### config.mk
export PLATFORM = sky130hd
export DESIGN_NAME = i2c_config_register_slave
export DESIGN_NICKNAME = d
export VERILOG_FILES = /design/src/logic/enc_i2c_pkg.sv /design/src/logic/i2c_config_register_slave.sv
export VERILOG_INCLUDE_DIRS = /design/src /design/src/logic
export SDC_FILE = /design/constraint.sdc
export NUM_CORES = 1
export LEC_CHECK = 0
export ABC_AREA = 0
export BUFFER_PORTS_ARGS = -buffer_cell sky130_fd_sc_hd__buf_2
export CORE_MARGIN = 4
export CORE_UTILIZATION = 53
export DETAILED_ROUTE_END_ITERATION = 8
export GPL_TIMING_DRIVEN = 1
export PLACE_DENSITY = 0.77
export SLEW_MARGIN = 30
export SYNTH_ARGS = -nofsm -noshare
export SYNTH_HDL_FRONTEND = slang
export SYNTH_SLANG_ARGS = --single-unit
### constraint.sdc
create_clock -name sys_clk_in -period 5.1 [get_ports sys_clk_in]
set_input_delay 0.255 -clock sys_clk_in [delete_from_list [all_inputs] [get_ports sys_clk_in]]
set_output_delay 0.255 -clock sys_clk_in [all_outputs]
set_load 0.01 [all_outputs]
### src/logic/enc_i2c_defs.svh
// Offsets, field positions, command codes and timing for the encoder register slave
`ifndef ENC_I2C_DEFS_SVH
`define ENC_I2C_DEFS_SVH
`define I2C_DEV_ADDR 7'h36
`define BYTE_BITS 4'h8
`define REG_ZCOUNT 8'h00
`define REG_ZERO_HI 8'h01
`define REG_ZERO_LO 8'h02
`define REG_SETUP_HI 8'h07
`define REG_SETUP_LO 8'h08
`define REG_QRES 8'h09
`define REG_PRESS 8'h0A
`define REG_FLAGS 8'h0B
`define REG_RAW_HI 8'h0C
`define REG_RAW_LO 8'h0D
`define REG_ANG_HI 8'h0E
`define REG_ANG_LO 8'h0F
`define REG_GAIN 8'h1A
`define REG_MAG_HI 8'h1B
`define REG_MAG_LO 8'h1C
`define REG_CMD 8'hFF
`define CMD_BURN_ZERO 8'h80
`define CMD_BURN_SETUP 8'h40
`define CMD_RELOAD_A 8'h01
`define CMD_RELOAD_B 8'h11
`define CMD_RELOAD_C 8'h10
`define ZERO_BURN_MAX 2'h3
`define FLAG_DETECT_BIT 5
`define FLAG_WEAK_BIT 4
`define FLAG_STRONG_BIT 3
`define APPLY_DELAY_US 1000
`define SYS_CLK_KHZ 10000
`define ANGLE_MAX 12'hFFF
`define ANGLE_WRAP_HYSTERESIS_FIELD 12'h00A
`define SLOW_FILTER_16X 2'h0
`define POWER_NORMAL 2'h0
`define QRES_MAX_POS 12'h800
`define QRES_MIN_POS 12'h008
`endif

### src/logic/enc_i2c_pkg.sv
// Types shared by the encoder register slave
package enc_i2c_pkg;
  typedef enum logic [2:0] {
    ST_IDLE = 3'h0,
    ST_ADDR = 3'h1,
    ST_ACK_ADDR = 3'h3,
    ST_RX = 3'h2,
    ST_ACK_RX = 3'h6,
    ST_TX = 3'h7,
    ST_ACK_TX = 3'h5
  } bus_state_t;

  typedef enum logic [1:0] {
    RL_IDLE = 2'h0,
    RL_ONE = 2'h1,
    RL_TWO = 2'h3
  } reload_t;

  typedef struct packed {
    logic auto_sleep_enable;
    logic [2:0] fast_filter_threshold;
    logic [1:0] slow_filter_field;
    logic [1:0] hysteresis_field;
    logic [1:0] power_state_field;
  } setup_word_t;

  typedef struct packed {
    logic [11:0] zero_position;
    setup_word_t setup_word;
    logic [3:0] quadrature_resolution;
    logic [7:0] press_threshold;
  } cfg_t;

  typedef struct packed {
    logic [1:0] slow_filter;
    logic [4:0] fast_threshold_lsb;
    logic [11:0] positions;
  } decoded_t;
endpackage

### src/logic/i2c_config_register_slave.sv
// Two-wire register slave and settings store of the rotary encoder
`timescale 1ns/100ps
`include "enc_i2c_defs.svh"
// Summary of operation
// - Answer only to bus address 0x36; direction bit low writes, high reads.
// - Acknowledge a matching address byte for both reads and writes.
// - First byte of a write is the word address, loaded into the pointer.
// - Acknowledge the word address if valid, otherwise leave data line high.
// - Discard and refuse data to invalid addresses; acknowledge valid ones, storing only zero, setup, resolution and press bytes.
// - Pointer increments after every data byte, valid or not, except reads at the high bytes below.
// - Reads start at the current pointer, the last one held if none written.
// - Data bytes travel most significant bit first in both directions.
// - Zero position is twelve bits split over two registers.
// - Setup bits 1:0 pick power state, bits 3:2 pick hysteresis.
// - Setup bits 9:8 pick slow filter; 16x forced in low-power states.
// - Setup bits 12:10 pick fast-filter threshold from the fixed table.
// - Setup bit 13 enables automatic entry into the third low-power state.
// - Resolution codes 0 to 7 give 8 to 1024 positions, others 2048.
// - Scaled angle holds a 10-LSB hysteresis across the rotation wrap point.
// - Status shows gain-minimum, gain-maximum and magnet-detected flags.
// - Command 0x80 burns zero position, at most 3 times, magnet present only.
// - Command 0x40 burns the settings once in the device life.
// - Commands 0x01, 0x11, 0x10 in order reload the burnt content.
// - At power-up registers load burnt values; unburnt bits read zero.
// - New settings reach the outputs no earlier than 1 ms after the write.
// - Invalid addresses read as zero while the pointer still advances.
// - Reads at raw, scaled or magnitude high bytes do not advance pointer.
module i2c_config_register_slave
  import enc_i2c_pkg::*;
#(
  parameter int APPLY_CYCLES = `APPLY_DELAY_US * `SYS_CLK_KHZ / 1000
) (
  input wire logic sys_clk_in,
  input wire logic rst_n_in,
  input wire logic scl_in,
  input wire logic sda_in,
  output logic sda_out,
  output logic sda_oe_out,
  input wire logic [11:0] raw_angle_in,
  input wire logic [11:0] scaled_angle_in,
  input wire logic [7:0] gain_level_in,
  input wire logic [11:0] magnitude_in,
  input wire logic magnet_detected_flag_in,
  input wire logic field_weak_flag_in,
  input wire logic field_strong_flag_in,
  output cfg_t settings_out,
  output decoded_t decoded_out,
  output logic [11:0] scaled_angle_out,
  output logic [1:0] zero_burn_count_out,
  output logic apply_pending_out
);
  localparam int CW = $clog2(APPLY_CYCLES + 1);

  if (APPLY_CYCLES < 1) begin : g_bad_apply
    $error("APPLY_CYCLES must be at least one");
  end

  function automatic logic addr_valid(input logic [7:0] a);
    case (a)
      `REG_ZCOUNT, `REG_ZERO_HI, `REG_ZERO_LO, `REG_SETUP_HI, `REG_SETUP_LO,
      `REG_QRES, `REG_PRESS, `REG_FLAGS, `REG_RAW_HI, `REG_RAW_LO, `REG_ANG_HI,
      `REG_ANG_LO, `REG_GAIN, `REG_MAG_HI, `REG_MAG_LO, `REG_CMD: addr_valid = 1'b1;
      default: addr_valid = 1'b0;
    endcase
  endfunction

  function automatic logic [4:0] fast_lsb(input logic [2:0] code);
    case (code)
      3'h1: fast_lsb = 5'h06;
      3'h2: fast_lsb = 5'h07;
      3'h3: fast_lsb = 5'h09;
      3'h4: fast_lsb = 5'h12;
      3'h5: fast_lsb = 5'h15;
      3'h6: fast_lsb = 5'h18;
      3'h7: fast_lsb = 5'h0A;
      default: fast_lsb = 5'h00;
    endcase
  endfunction

  // ==========================================================
  // Reset release and pin synchronisers
  logic [1:0] rst_sync_ff;
  logic rst_n;
  logic scl_meta_ff, scl_sync_ff, scl_prev_ff;
  logic sda_meta_ff, sda_sync_ff, sda_prev_ff;

  always_ff @(posedge sys_clk_in or negedge rst_n_in) begin
    if (!rst_n_in) begin
      rst_sync_ff <= 2'h0;
    end else begin
      rst_sync_ff <= {rst_sync_ff[0], 1'b1};
    end
  end
  assign rst_n = rst_sync_ff[1];

  always_ff @(posedge sys_clk_in or negedge rst_n) begin
    if (!rst_n) begin
      scl_meta_ff <= 1'b1;
      scl_sync_ff <= 1'b1;
      scl_prev_ff <= 1'b1;
      sda_meta_ff <= 1'b1;
      sda_sync_ff <= 1'b1;
      sda_prev_ff <= 1'b1;
    end else begin
      scl_meta_ff <= scl_in;
      scl_sync_ff <= scl_meta_ff;
      scl_prev_ff <= scl_sync_ff;
      sda_meta_ff <= sda_in;
      sda_sync_ff <= sda_meta_ff;
      sda_prev_ff <= sda_sync_ff;
    end
  end

  logic scl_rise, scl_fall, start_det, stop_det;
  assign scl_rise = scl_sync_ff & ~scl_prev_ff;
  assign scl_fall = ~scl_sync_ff & scl_prev_ff;
  assign start_det = scl_sync_ff & scl_prev_ff & sda_prev_ff & ~sda_sync_ff;
  assign stop_det = scl_sync_ff & scl_prev_ff & ~sda_prev_ff & sda_sync_ff;

  // ==========================================================
  // Register state declarations
  cfg_t cfg_ff, nxt_cfg, otp_ff, nxt_otp, applied_ff, nxt_applied;
  decoded_t decoded_ff, nxt_decoded;
  logic [1:0] zcount_ff, nxt_zcount;
  logic burned_ff, nxt_burned, loaded_ff, nxt_loaded;
  reload_t reload_ff, nxt_reload;
  logic [CW-1:0] apply_cnt_ff, nxt_apply_cnt;
  logic [11:0] angle_ff, nxt_angle;
  logic [7:0] tx_byte;

  // ==========================================================
  // Bus state machine
  bus_state_t state_ff, nxt_state;
  logic [3:0] bit_cnt_ff, nxt_bit_cnt;
  logic [7:0] shift_ff, nxt_shift, ptr_ff, nxt_ptr;
  logic rw_ff, nxt_rw, first_ff, nxt_first, sda_oe_ff, nxt_sda_oe;
  logic wr_stb, sticky;

  assign sticky = (ptr_ff == `REG_RAW_HI) || (ptr_ff == `REG_ANG_HI) || (ptr_ff == `REG_MAG_HI);

  always_comb begin
    nxt_state = state_ff;
    nxt_bit_cnt = bit_cnt_ff;
    nxt_shift = shift_ff;
    nxt_ptr = ptr_ff;
    nxt_rw = rw_ff;
    nxt_first = first_ff;
    nxt_sda_oe = sda_oe_ff;
    wr_stb = 1'b0;
    if (start_det) begin
      nxt_state = ST_ADDR;
      nxt_bit_cnt = 4'h0;
      nxt_sda_oe = 1'b0;
    end else if (stop_det) begin
      nxt_state = ST_IDLE;
      nxt_sda_oe = 1'b0;
    end else begin
      case (state_ff)
        ST_ADDR, ST_RX: begin
          if (scl_rise) begin
            nxt_shift = {shift_ff[6:0], sda_sync_ff};
            nxt_bit_cnt = bit_cnt_ff + 4'h1;
          end else if (scl_fall && bit_cnt_ff == `BYTE_BITS) begin
            nxt_bit_cnt = 4'h0;
            if (state_ff == ST_ADDR) begin
              if (shift_ff[7:1] == `I2C_DEV_ADDR) begin
                nxt_state = ST_ACK_ADDR;
                nxt_rw = shift_ff[0];
                nxt_sda_oe = 1'b1;
              end else begin
                nxt_state = ST_IDLE;
              end
            end else if (first_ff) begin
              nxt_ptr = shift_ff;
              nxt_first = 1'b0;
              nxt_sda_oe = addr_valid(shift_ff);
              nxt_state = ST_ACK_RX;
            end else begin
              wr_stb = addr_valid(ptr_ff);
              nxt_sda_oe = addr_valid(ptr_ff);
              nxt_ptr = ptr_ff + 8'h01;
              nxt_state = ST_ACK_RX;
            end
          end
        end
        ST_ACK_ADDR: begin
          if (scl_fall) begin
            if (rw_ff) begin
              nxt_shift = tx_byte;
              nxt_sda_oe = ~tx_byte[7];
              nxt_state = ST_TX;
            end else begin
              nxt_first = 1'b1;
              nxt_sda_oe = 1'b0;
              nxt_state = ST_RX;
            end
          end
        end
        ST_ACK_RX: begin
          if (scl_fall) begin
            nxt_sda_oe = 1'b0;
            nxt_state = ST_RX;
          end
        end
        ST_TX: begin
          if (scl_rise) begin
            nxt_bit_cnt = bit_cnt_ff + 4'h1;
          end else if (scl_fall) begin
            if (bit_cnt_ff == `BYTE_BITS) begin
              nxt_bit_cnt = 4'h0;
              nxt_sda_oe = 1'b0;
              nxt_state = ST_ACK_TX;
              if (!sticky) begin
                nxt_ptr = ptr_ff + 8'h01;
              end
            end else begin
              nxt_shift = {shift_ff[6:0], 1'b0};
              nxt_sda_oe = ~shift_ff[6];
            end
          end
        end
        ST_ACK_TX: begin
          if (scl_rise && sda_sync_ff) begin
            nxt_state = ST_IDLE;
          end else if (scl_fall) begin
            nxt_shift = tx_byte;
            nxt_sda_oe = ~tx_byte[7];
            nxt_state = ST_TX;
          end
        end
        default: nxt_state = ST_IDLE;
      endcase
    end
  end

  always_ff @(posedge sys_clk_in or negedge rst_n) begin
    if (!rst_n) begin
      state_ff <= ST_IDLE;
      bit_cnt_ff <= 4'h0;
      shift_ff <= 8'h00;
      ptr_ff <= 8'h00;
      rw_ff <= 1'b0;
      first_ff <= 1'b0;
      sda_oe_ff <= 1'b0;
    end else begin
      state_ff <= nxt_state;
      bit_cnt_ff <= nxt_bit_cnt;
      shift_ff <= nxt_shift;
      ptr_ff <= nxt_ptr;
      rw_ff <= nxt_rw;
      first_ff <= nxt_first;
      sda_oe_ff <= nxt_sda_oe;
    end
  end

  assign sda_out = 1'b0;
  assign sda_oe_out = sda_oe_ff;

  // ==========================================================
  // Read data selection
  always_comb begin
    tx_byte = 8'h00;
    case (ptr_ff)
      `REG_ZCOUNT: tx_byte = {6'h00, zcount_ff};
      `REG_ZERO_HI: tx_byte = {4'h0, cfg_ff.zero_position[11:8]};
      `REG_ZERO_LO: tx_byte = cfg_ff.zero_position[7:0];
      `REG_SETUP_HI: tx_byte = {2'h0, cfg_ff.setup_word.auto_sleep_enable,
        cfg_ff.setup_word.fast_filter_threshold, cfg_ff.setup_word.slow_filter_field};
      `REG_SETUP_LO: tx_byte = {4'h0, cfg_ff.setup_word.hysteresis_field,
        cfg_ff.setup_word.power_state_field};
      `REG_QRES: tx_byte = {4'h0, cfg_ff.quadrature_resolution};
      `REG_PRESS: tx_byte = cfg_ff.press_threshold;
      `REG_FLAGS: begin
        tx_byte[`FLAG_DETECT_BIT] = magnet_detected_flag_in;
        tx_byte[`FLAG_WEAK_BIT] = field_weak_flag_in;
        tx_byte[`FLAG_STRONG_BIT] = field_strong_flag_in;
      end
      `REG_RAW_HI: tx_byte = {4'h0, raw_angle_in[11:8]};
      `REG_RAW_LO: tx_byte = raw_angle_in[7:0];
      `REG_ANG_HI: tx_byte = {4'h0, angle_ff[11:8]};
      `REG_ANG_LO: tx_byte = angle_ff[7:0];
      `REG_GAIN: tx_byte = gain_level_in;
      `REG_MAG_HI: tx_byte = {4'h0, magnitude_in[11:8]};
      `REG_MAG_LO: tx_byte = magnitude_in[7:0];
      default: tx_byte = 8'h00;
    endcase
  end

  // ==========================================================
  // Settings, one-time store, commands and apply delay
  logic angle_hold;
  assign angle_hold =
    (angle_ff > `ANGLE_MAX - `ANGLE_WRAP_HYSTERESIS_FIELD && scaled_angle_in < `ANGLE_WRAP_HYSTERESIS_FIELD)
    || (angle_ff < `ANGLE_WRAP_HYSTERESIS_FIELD && scaled_angle_in > `ANGLE_MAX - `ANGLE_WRAP_HYSTERESIS_FIELD);

  always_comb begin
    nxt_cfg = cfg_ff;
    nxt_otp = otp_ff;
    nxt_zcount = zcount_ff;
    nxt_burned = burned_ff;
    nxt_reload = reload_ff;
    nxt_loaded = 1'b1;
    nxt_applied = applied_ff;
    nxt_apply_cnt = apply_cnt_ff;
    nxt_angle = angle_hold ? angle_ff : scaled_angle_in;
    nxt_decoded.slow_filter = (applied_ff.setup_word.power_state_field != `POWER_NORMAL) ?
      `SLOW_FILTER_16X : applied_ff.setup_word.slow_filter_field;
    nxt_decoded.fast_threshold_lsb =
      fast_lsb(applied_ff.setup_word.fast_filter_threshold);
    nxt_decoded.positions = applied_ff.quadrature_resolution[3] ? `QRES_MAX_POS :
      12'(`QRES_MIN_POS << applied_ff.quadrature_resolution[2:0]);
    if (apply_cnt_ff != '0) begin
      nxt_apply_cnt = apply_cnt_ff - CW'(1);
      if (apply_cnt_ff == CW'(1)) begin
        nxt_applied = cfg_ff;
      end
    end
    if (!loaded_ff) begin
      nxt_cfg = otp_ff;
      nxt_apply_cnt = CW'(APPLY_CYCLES);
    end else if (wr_stb) begin
      nxt_apply_cnt = CW'(APPLY_CYCLES);
      case (ptr_ff)
        `REG_ZERO_HI: nxt_cfg.zero_position[11:8] = shift_ff[3:0];
        `REG_ZERO_LO: nxt_cfg.zero_position[7:0] = shift_ff;
        `REG_SETUP_HI: begin
          nxt_cfg.setup_word.auto_sleep_enable = shift_ff[5];
          nxt_cfg.setup_word.fast_filter_threshold = shift_ff[4:2];
          nxt_cfg.setup_word.slow_filter_field = shift_ff[1:0];
        end
        `REG_SETUP_LO: begin
          nxt_cfg.setup_word.hysteresis_field = shift_ff[3:2];
          nxt_cfg.setup_word.power_state_field = shift_ff[1:0];
        end
        `REG_QRES: nxt_cfg.quadrature_resolution = shift_ff[3:0];
        `REG_PRESS: nxt_cfg.press_threshold = shift_ff;
        `REG_CMD: begin
          nxt_reload = RL_IDLE;
          case (shift_ff)
            `CMD_BURN_ZERO: begin
              if (magnet_detected_flag_in && zcount_ff != `ZERO_BURN_MAX) begin
                nxt_otp.zero_position = cfg_ff.zero_position;
                nxt_zcount = zcount_ff + 2'h1;
              end
            end
            `CMD_BURN_SETUP: begin
              if (!burned_ff) begin
                nxt_otp.setup_word = cfg_ff.setup_word;
                nxt_otp.quadrature_resolution = cfg_ff.quadrature_resolution;
                nxt_otp.press_threshold = cfg_ff.press_threshold;
                nxt_burned = 1'b1;
              end
            end
            `CMD_RELOAD_A: nxt_reload = RL_ONE;
            `CMD_RELOAD_B: nxt_reload = (reload_ff == RL_ONE) ? RL_TWO : RL_IDLE;
            `CMD_RELOAD_C: begin
              if (reload_ff == RL_TWO) begin
                nxt_cfg = otp_ff;
              end
            end
            default: nxt_reload = RL_IDLE;
          endcase
        end
        default: nxt_cfg = cfg_ff;
      endcase
    end
  end

  always_ff @(posedge sys_clk_in or negedge rst_n) begin
    if (!rst_n) begin
      cfg_ff <= '0;
      otp_ff <= '0;
      applied_ff <= '0;
      decoded_ff <= '0;
      zcount_ff <= 2'h0;
      burned_ff <= 1'b0;
      reload_ff <= RL_IDLE;
      loaded_ff <= 1'b0;
      apply_cnt_ff <= '0;
      angle_ff <= 12'h000;
    end else begin
      cfg_ff <= nxt_cfg;
      otp_ff <= nxt_otp;
      applied_ff <= nxt_applied;
      decoded_ff <= nxt_decoded;
      zcount_ff <= nxt_zcount;
      burned_ff <= nxt_burned;
      reload_ff <= nxt_reload;
      loaded_ff <= nxt_loaded;
      apply_cnt_ff <= nxt_apply_cnt;
      angle_ff <= nxt_angle;
    end
  end

  assign settings_out = applied_ff;
  assign decoded_out = decoded_ff;
  assign scaled_angle_out = angle_ff;
  assign zero_burn_count_out = zcount_ff;
  assign apply_pending_out = (apply_cnt_ff != '0);
endmodule // i2c_config_register_slave

==> results.py <==
metrics = {
    "logic_synthesis": {
        "ys_seq_elements": 184,
        "syn_area_sq_um": 9310,
        "synth_edf_count": 0,
        "synth_cell_types": 71,
        "yosys_warnings": 0,
        "ys_seq_area_frac": 0.495,
        "avgSynthCellArea_sq_um": 10.2,
        "netlist_instances": 909,
        "synthFlopType": "dfrtp_1",
        "postSynth.asyncResetShare": 1.00,
    },
    "grt": {
        "grt_pass1_vias": 7515,
        "grt_pass1_wl_mm": 40.7,
        "antenna_found_initial": 0,
        "grt_max_degree": 96,
        "track_usage": 0.259,
        "grt.overflow.total": 0,
    },
    "place": {
        "dp_hpwl_mm": 17.7,
        "placed_cell_area_sq_um": 10000,
        "pre_cts_slack_ps": 1870,
        "routabilityCongestion": 0.931,
        "io_buffers": 116,
        "place_inst": 1201,
    },
    "power": {
        "swShare": 0.296,
        "p_switching_uw": 971,
        "peakVddDrop_v": 0.000250,
        "internal_power_mw": 2.30,
        "power.total_mw": 3.28,
        "combPwrFrac": 0.073,
        "clkPwrFrac": 0.423,
        "p_leak_nw": 4.89,
        "pwr_density_cell_nw_per_um2": 307,
        "seq_power_share": 0.504,
    },
    "clock_network": {
        "h-tree-depth": 4,
        "tritoncts": "done",
        "numClockSinks": 184,
        "clk_latency_ps": 440,
        "ctsLongestPathBuffers": 2,
        "root_buffer": "clkbuf_16",
        "clk_pin_slew_ps": 90,
        "cts_made_buffers": 17,
    },
    "cells_and_area": {
        "final_cell_mix": "dfrtp_1, buf_2, nor2_1",
        "stdcell_count": 1236,
        "nNetsFinal": 1063,
        "fill_cells": 1386,
        "area_growth_pct": 14.7,
        "final_common_cell": "dfrtp_1",
        "fin_util": 0.620,
        "layout-drive-gt1-share": 0.253,
        "antenna_cells": 0,
        "stdcell_area_sq_um": 10700,
    },
    "floorplanning": {
        "fp-row-count": 48,
        "io-pin-count": 121,
        "initial_utilization": 0.540,
        "dieArea_sq_um": 19800,
        "core-area_sq_um": 17200,
        "die_y_um": 141,
        "die_x_um": 141,
    },
    "sta": {
        "whs_ps": 28.9,
        "period_minus_slack_ps": 3180,
        "setup_tns_ps": 0,
        "setup_ws_ps": 1920,
        "tightestPinTransition_ps": 931,
        "grt_setup_unrepaired": "no",
        "hold_viol_final": 0,
        "fmax_ghz": 0.314,
        "fin_skew_ps": 14.5,
        "post-route-period-util": 0.624,
        "max_slew_margin": 0.375,
        "maxSlewViolCount": 0,
        "setup_viol": 0,
    },
    "critical_path": {
        "slowest_delay_ps": 790,
        "crit_type": "reg2reg",
        "critPathCaptureType": "register",
        "critPathSlowestCell": "dfrtp_1",
        "path_cells": "or4b_1 > a2111oi_4 > nand3_2 > nor3_4 > mux2_2",
        "critical_path.max_fanout": 24,
        "critPathRequiredTime_ps": 5430,
        "start_kind": "register",
        "arrival_ps": 3510,
    },
    "route": {
        "firstDrtPassIters": 8,
        "drt-total-wl_mm": 24.7,
        "vias": 7578,
        "viasPerCell": 6.13,
        "antenna_left": 0,
        "routedWlPerCell_um": 20.0,
        "drcViolationCount": 0,
        "drt_iter0_markers": 704,
    },
    "worst_hold_path": {
        "hold_path.class": "in2reg",
    },
    "job": {
        "cap_violations": 0,
    },
    "outcome": {
        "status": "completed",
    },
}
-- worst max-delay path, delay by kind of cell (launching register included) --
family	cells	cell delay, ps
AOI/OAI and AO/OA	1	430
DFF	1	790
muxes	1	410
and+or+nand+nor	3	1440
-- per-layer routing --
metal,vias up,global-route usage,routed length [um]
met4,0,0.106,895
li1,3493,-,-
met2,353,0.394,11500
met5,-,0,0
met1,3680,0.356,10300
met3,52,0.0642,2030
-- kinds of logic after synthesis --
family / share of synthesized area
other: 0.000806
xor gates and xnor gates: 0.0179
AOI/OAI and AO/OA: 0.158
and+or+nand+nor: 0.167
muxes: 0.103
DFF: 0.495
buffers and inverters: 0.0395
adders and majority gates: 0.0188
-- power groups by stage --
stage | clock network (mW) | logic, mW | registers (mW)
2_1_floorplan | 0 | 0.169 | 1.61
3_3_place_gp | 0 | 0.221 | 1.68
3_5_place_dp | 0 | 0.237 | 1.67
4_1_cts | 1.41 | 0.241 | 1.65
5_1_grt | 1.48 | 0.273 | 1.66
6_report | 1.39 | 0.241 | 1.65
-- cell type report --
type / instances / area (sq um) / area share
clock inverters: 15 / 211 / 0.0198
flip-flops and latches: 184 / 4620 / 0.432
well taps: 225 / 282 / 0.0263
repair buffers: 127 / 703 / 0.0658
clock buffers: 17 / 425 / 0.0398
multi-input cells: 647 / 4370 / 0.409
inverters: 21 / 78.8 / 0.00738
-- synthesized netlist by cell type, types with 9 or more instances --
master | number | share of area
dfrtp_1 | 178 | 0.48
nor2_1 | 92 | 0.037
mux2_2 | 78 | 0.094
nand2_1 | 64 | 0.026
a21oi_1 | 48 | 0.026
o21ai_0 | 45 | 0.024
clkbuf_1 | 40 | 0.016
a31oi_1 | 28 | 0.019
inv_1 | 21 | 0.0085
nor3_1 | 21 | 0.011
nand3_1 | 20 | 0.011
or3_1 | 17 | 0.011
ha_1 | 14 | 0.019
nand2b_1 | 13 | 0.0087
and3_1 | 11 | 0.0074
xnor2_1 | 11 | 0.010
a21o_1 | 10 | 0.0081
a22o_1 | 9 | 0.0085
-- what timing repair did --
| action | CTS | global route |
|---|---|---|
| hold endpoints to repair | 4 | 0 |
| resized for setup | 0 | 0 |
| buffers inserted | 0 | 0 |
| hold buffers | 3 | 0 |
-- final timing paths --
path                       depth (start not counted)  slack (ps)                startpoint                                to
setup / recovery                                   5        1920   state_ff[1]$_DFFE_PN0P_            otp_ff[24]$_DFFE_PN0P_
hold / removal                                     2          30       scaled_angle_in[11]  scaled_angle_out[11]$_DFFE_PN0N_
setup reg to reg                                   5        1920   state_ff[1]$_DFFE_PN0P_            otp_ff[24]$_DFFE_PN0P_
hold reg to reg                                    0         320  rst_sync_ff[1]$_DFF_PN0_         decoded_out[12]$_DFF_PN0_
max in group asynchronous                          2        3570  rst_sync_ff[1]$_DFF_PN0_             scl_prev_ff$_DFF_PN1_
min in group asynchronous                          2         110                  rst_n_in          rst_sync_ff[1]$_DFF_PN0_
-- flip-flops by register name (all words and copies together) (netlist names), 2 cells and up --
signal / cells
apply_cnt_ff: 14
bit_cnt_ff: 4
reload_ff: 2
scaled_angle_out: 12
ptr_ff: 8
state_ff: 3
decoded_out: 16
settings_out: 34
cfg_ff: 34
zero_burn_count_out: 2
shift_ff: 8
rst_sync_ff: 2
otp_ff: 34
No activity file was read; power rests on OpenSTA's default activity.
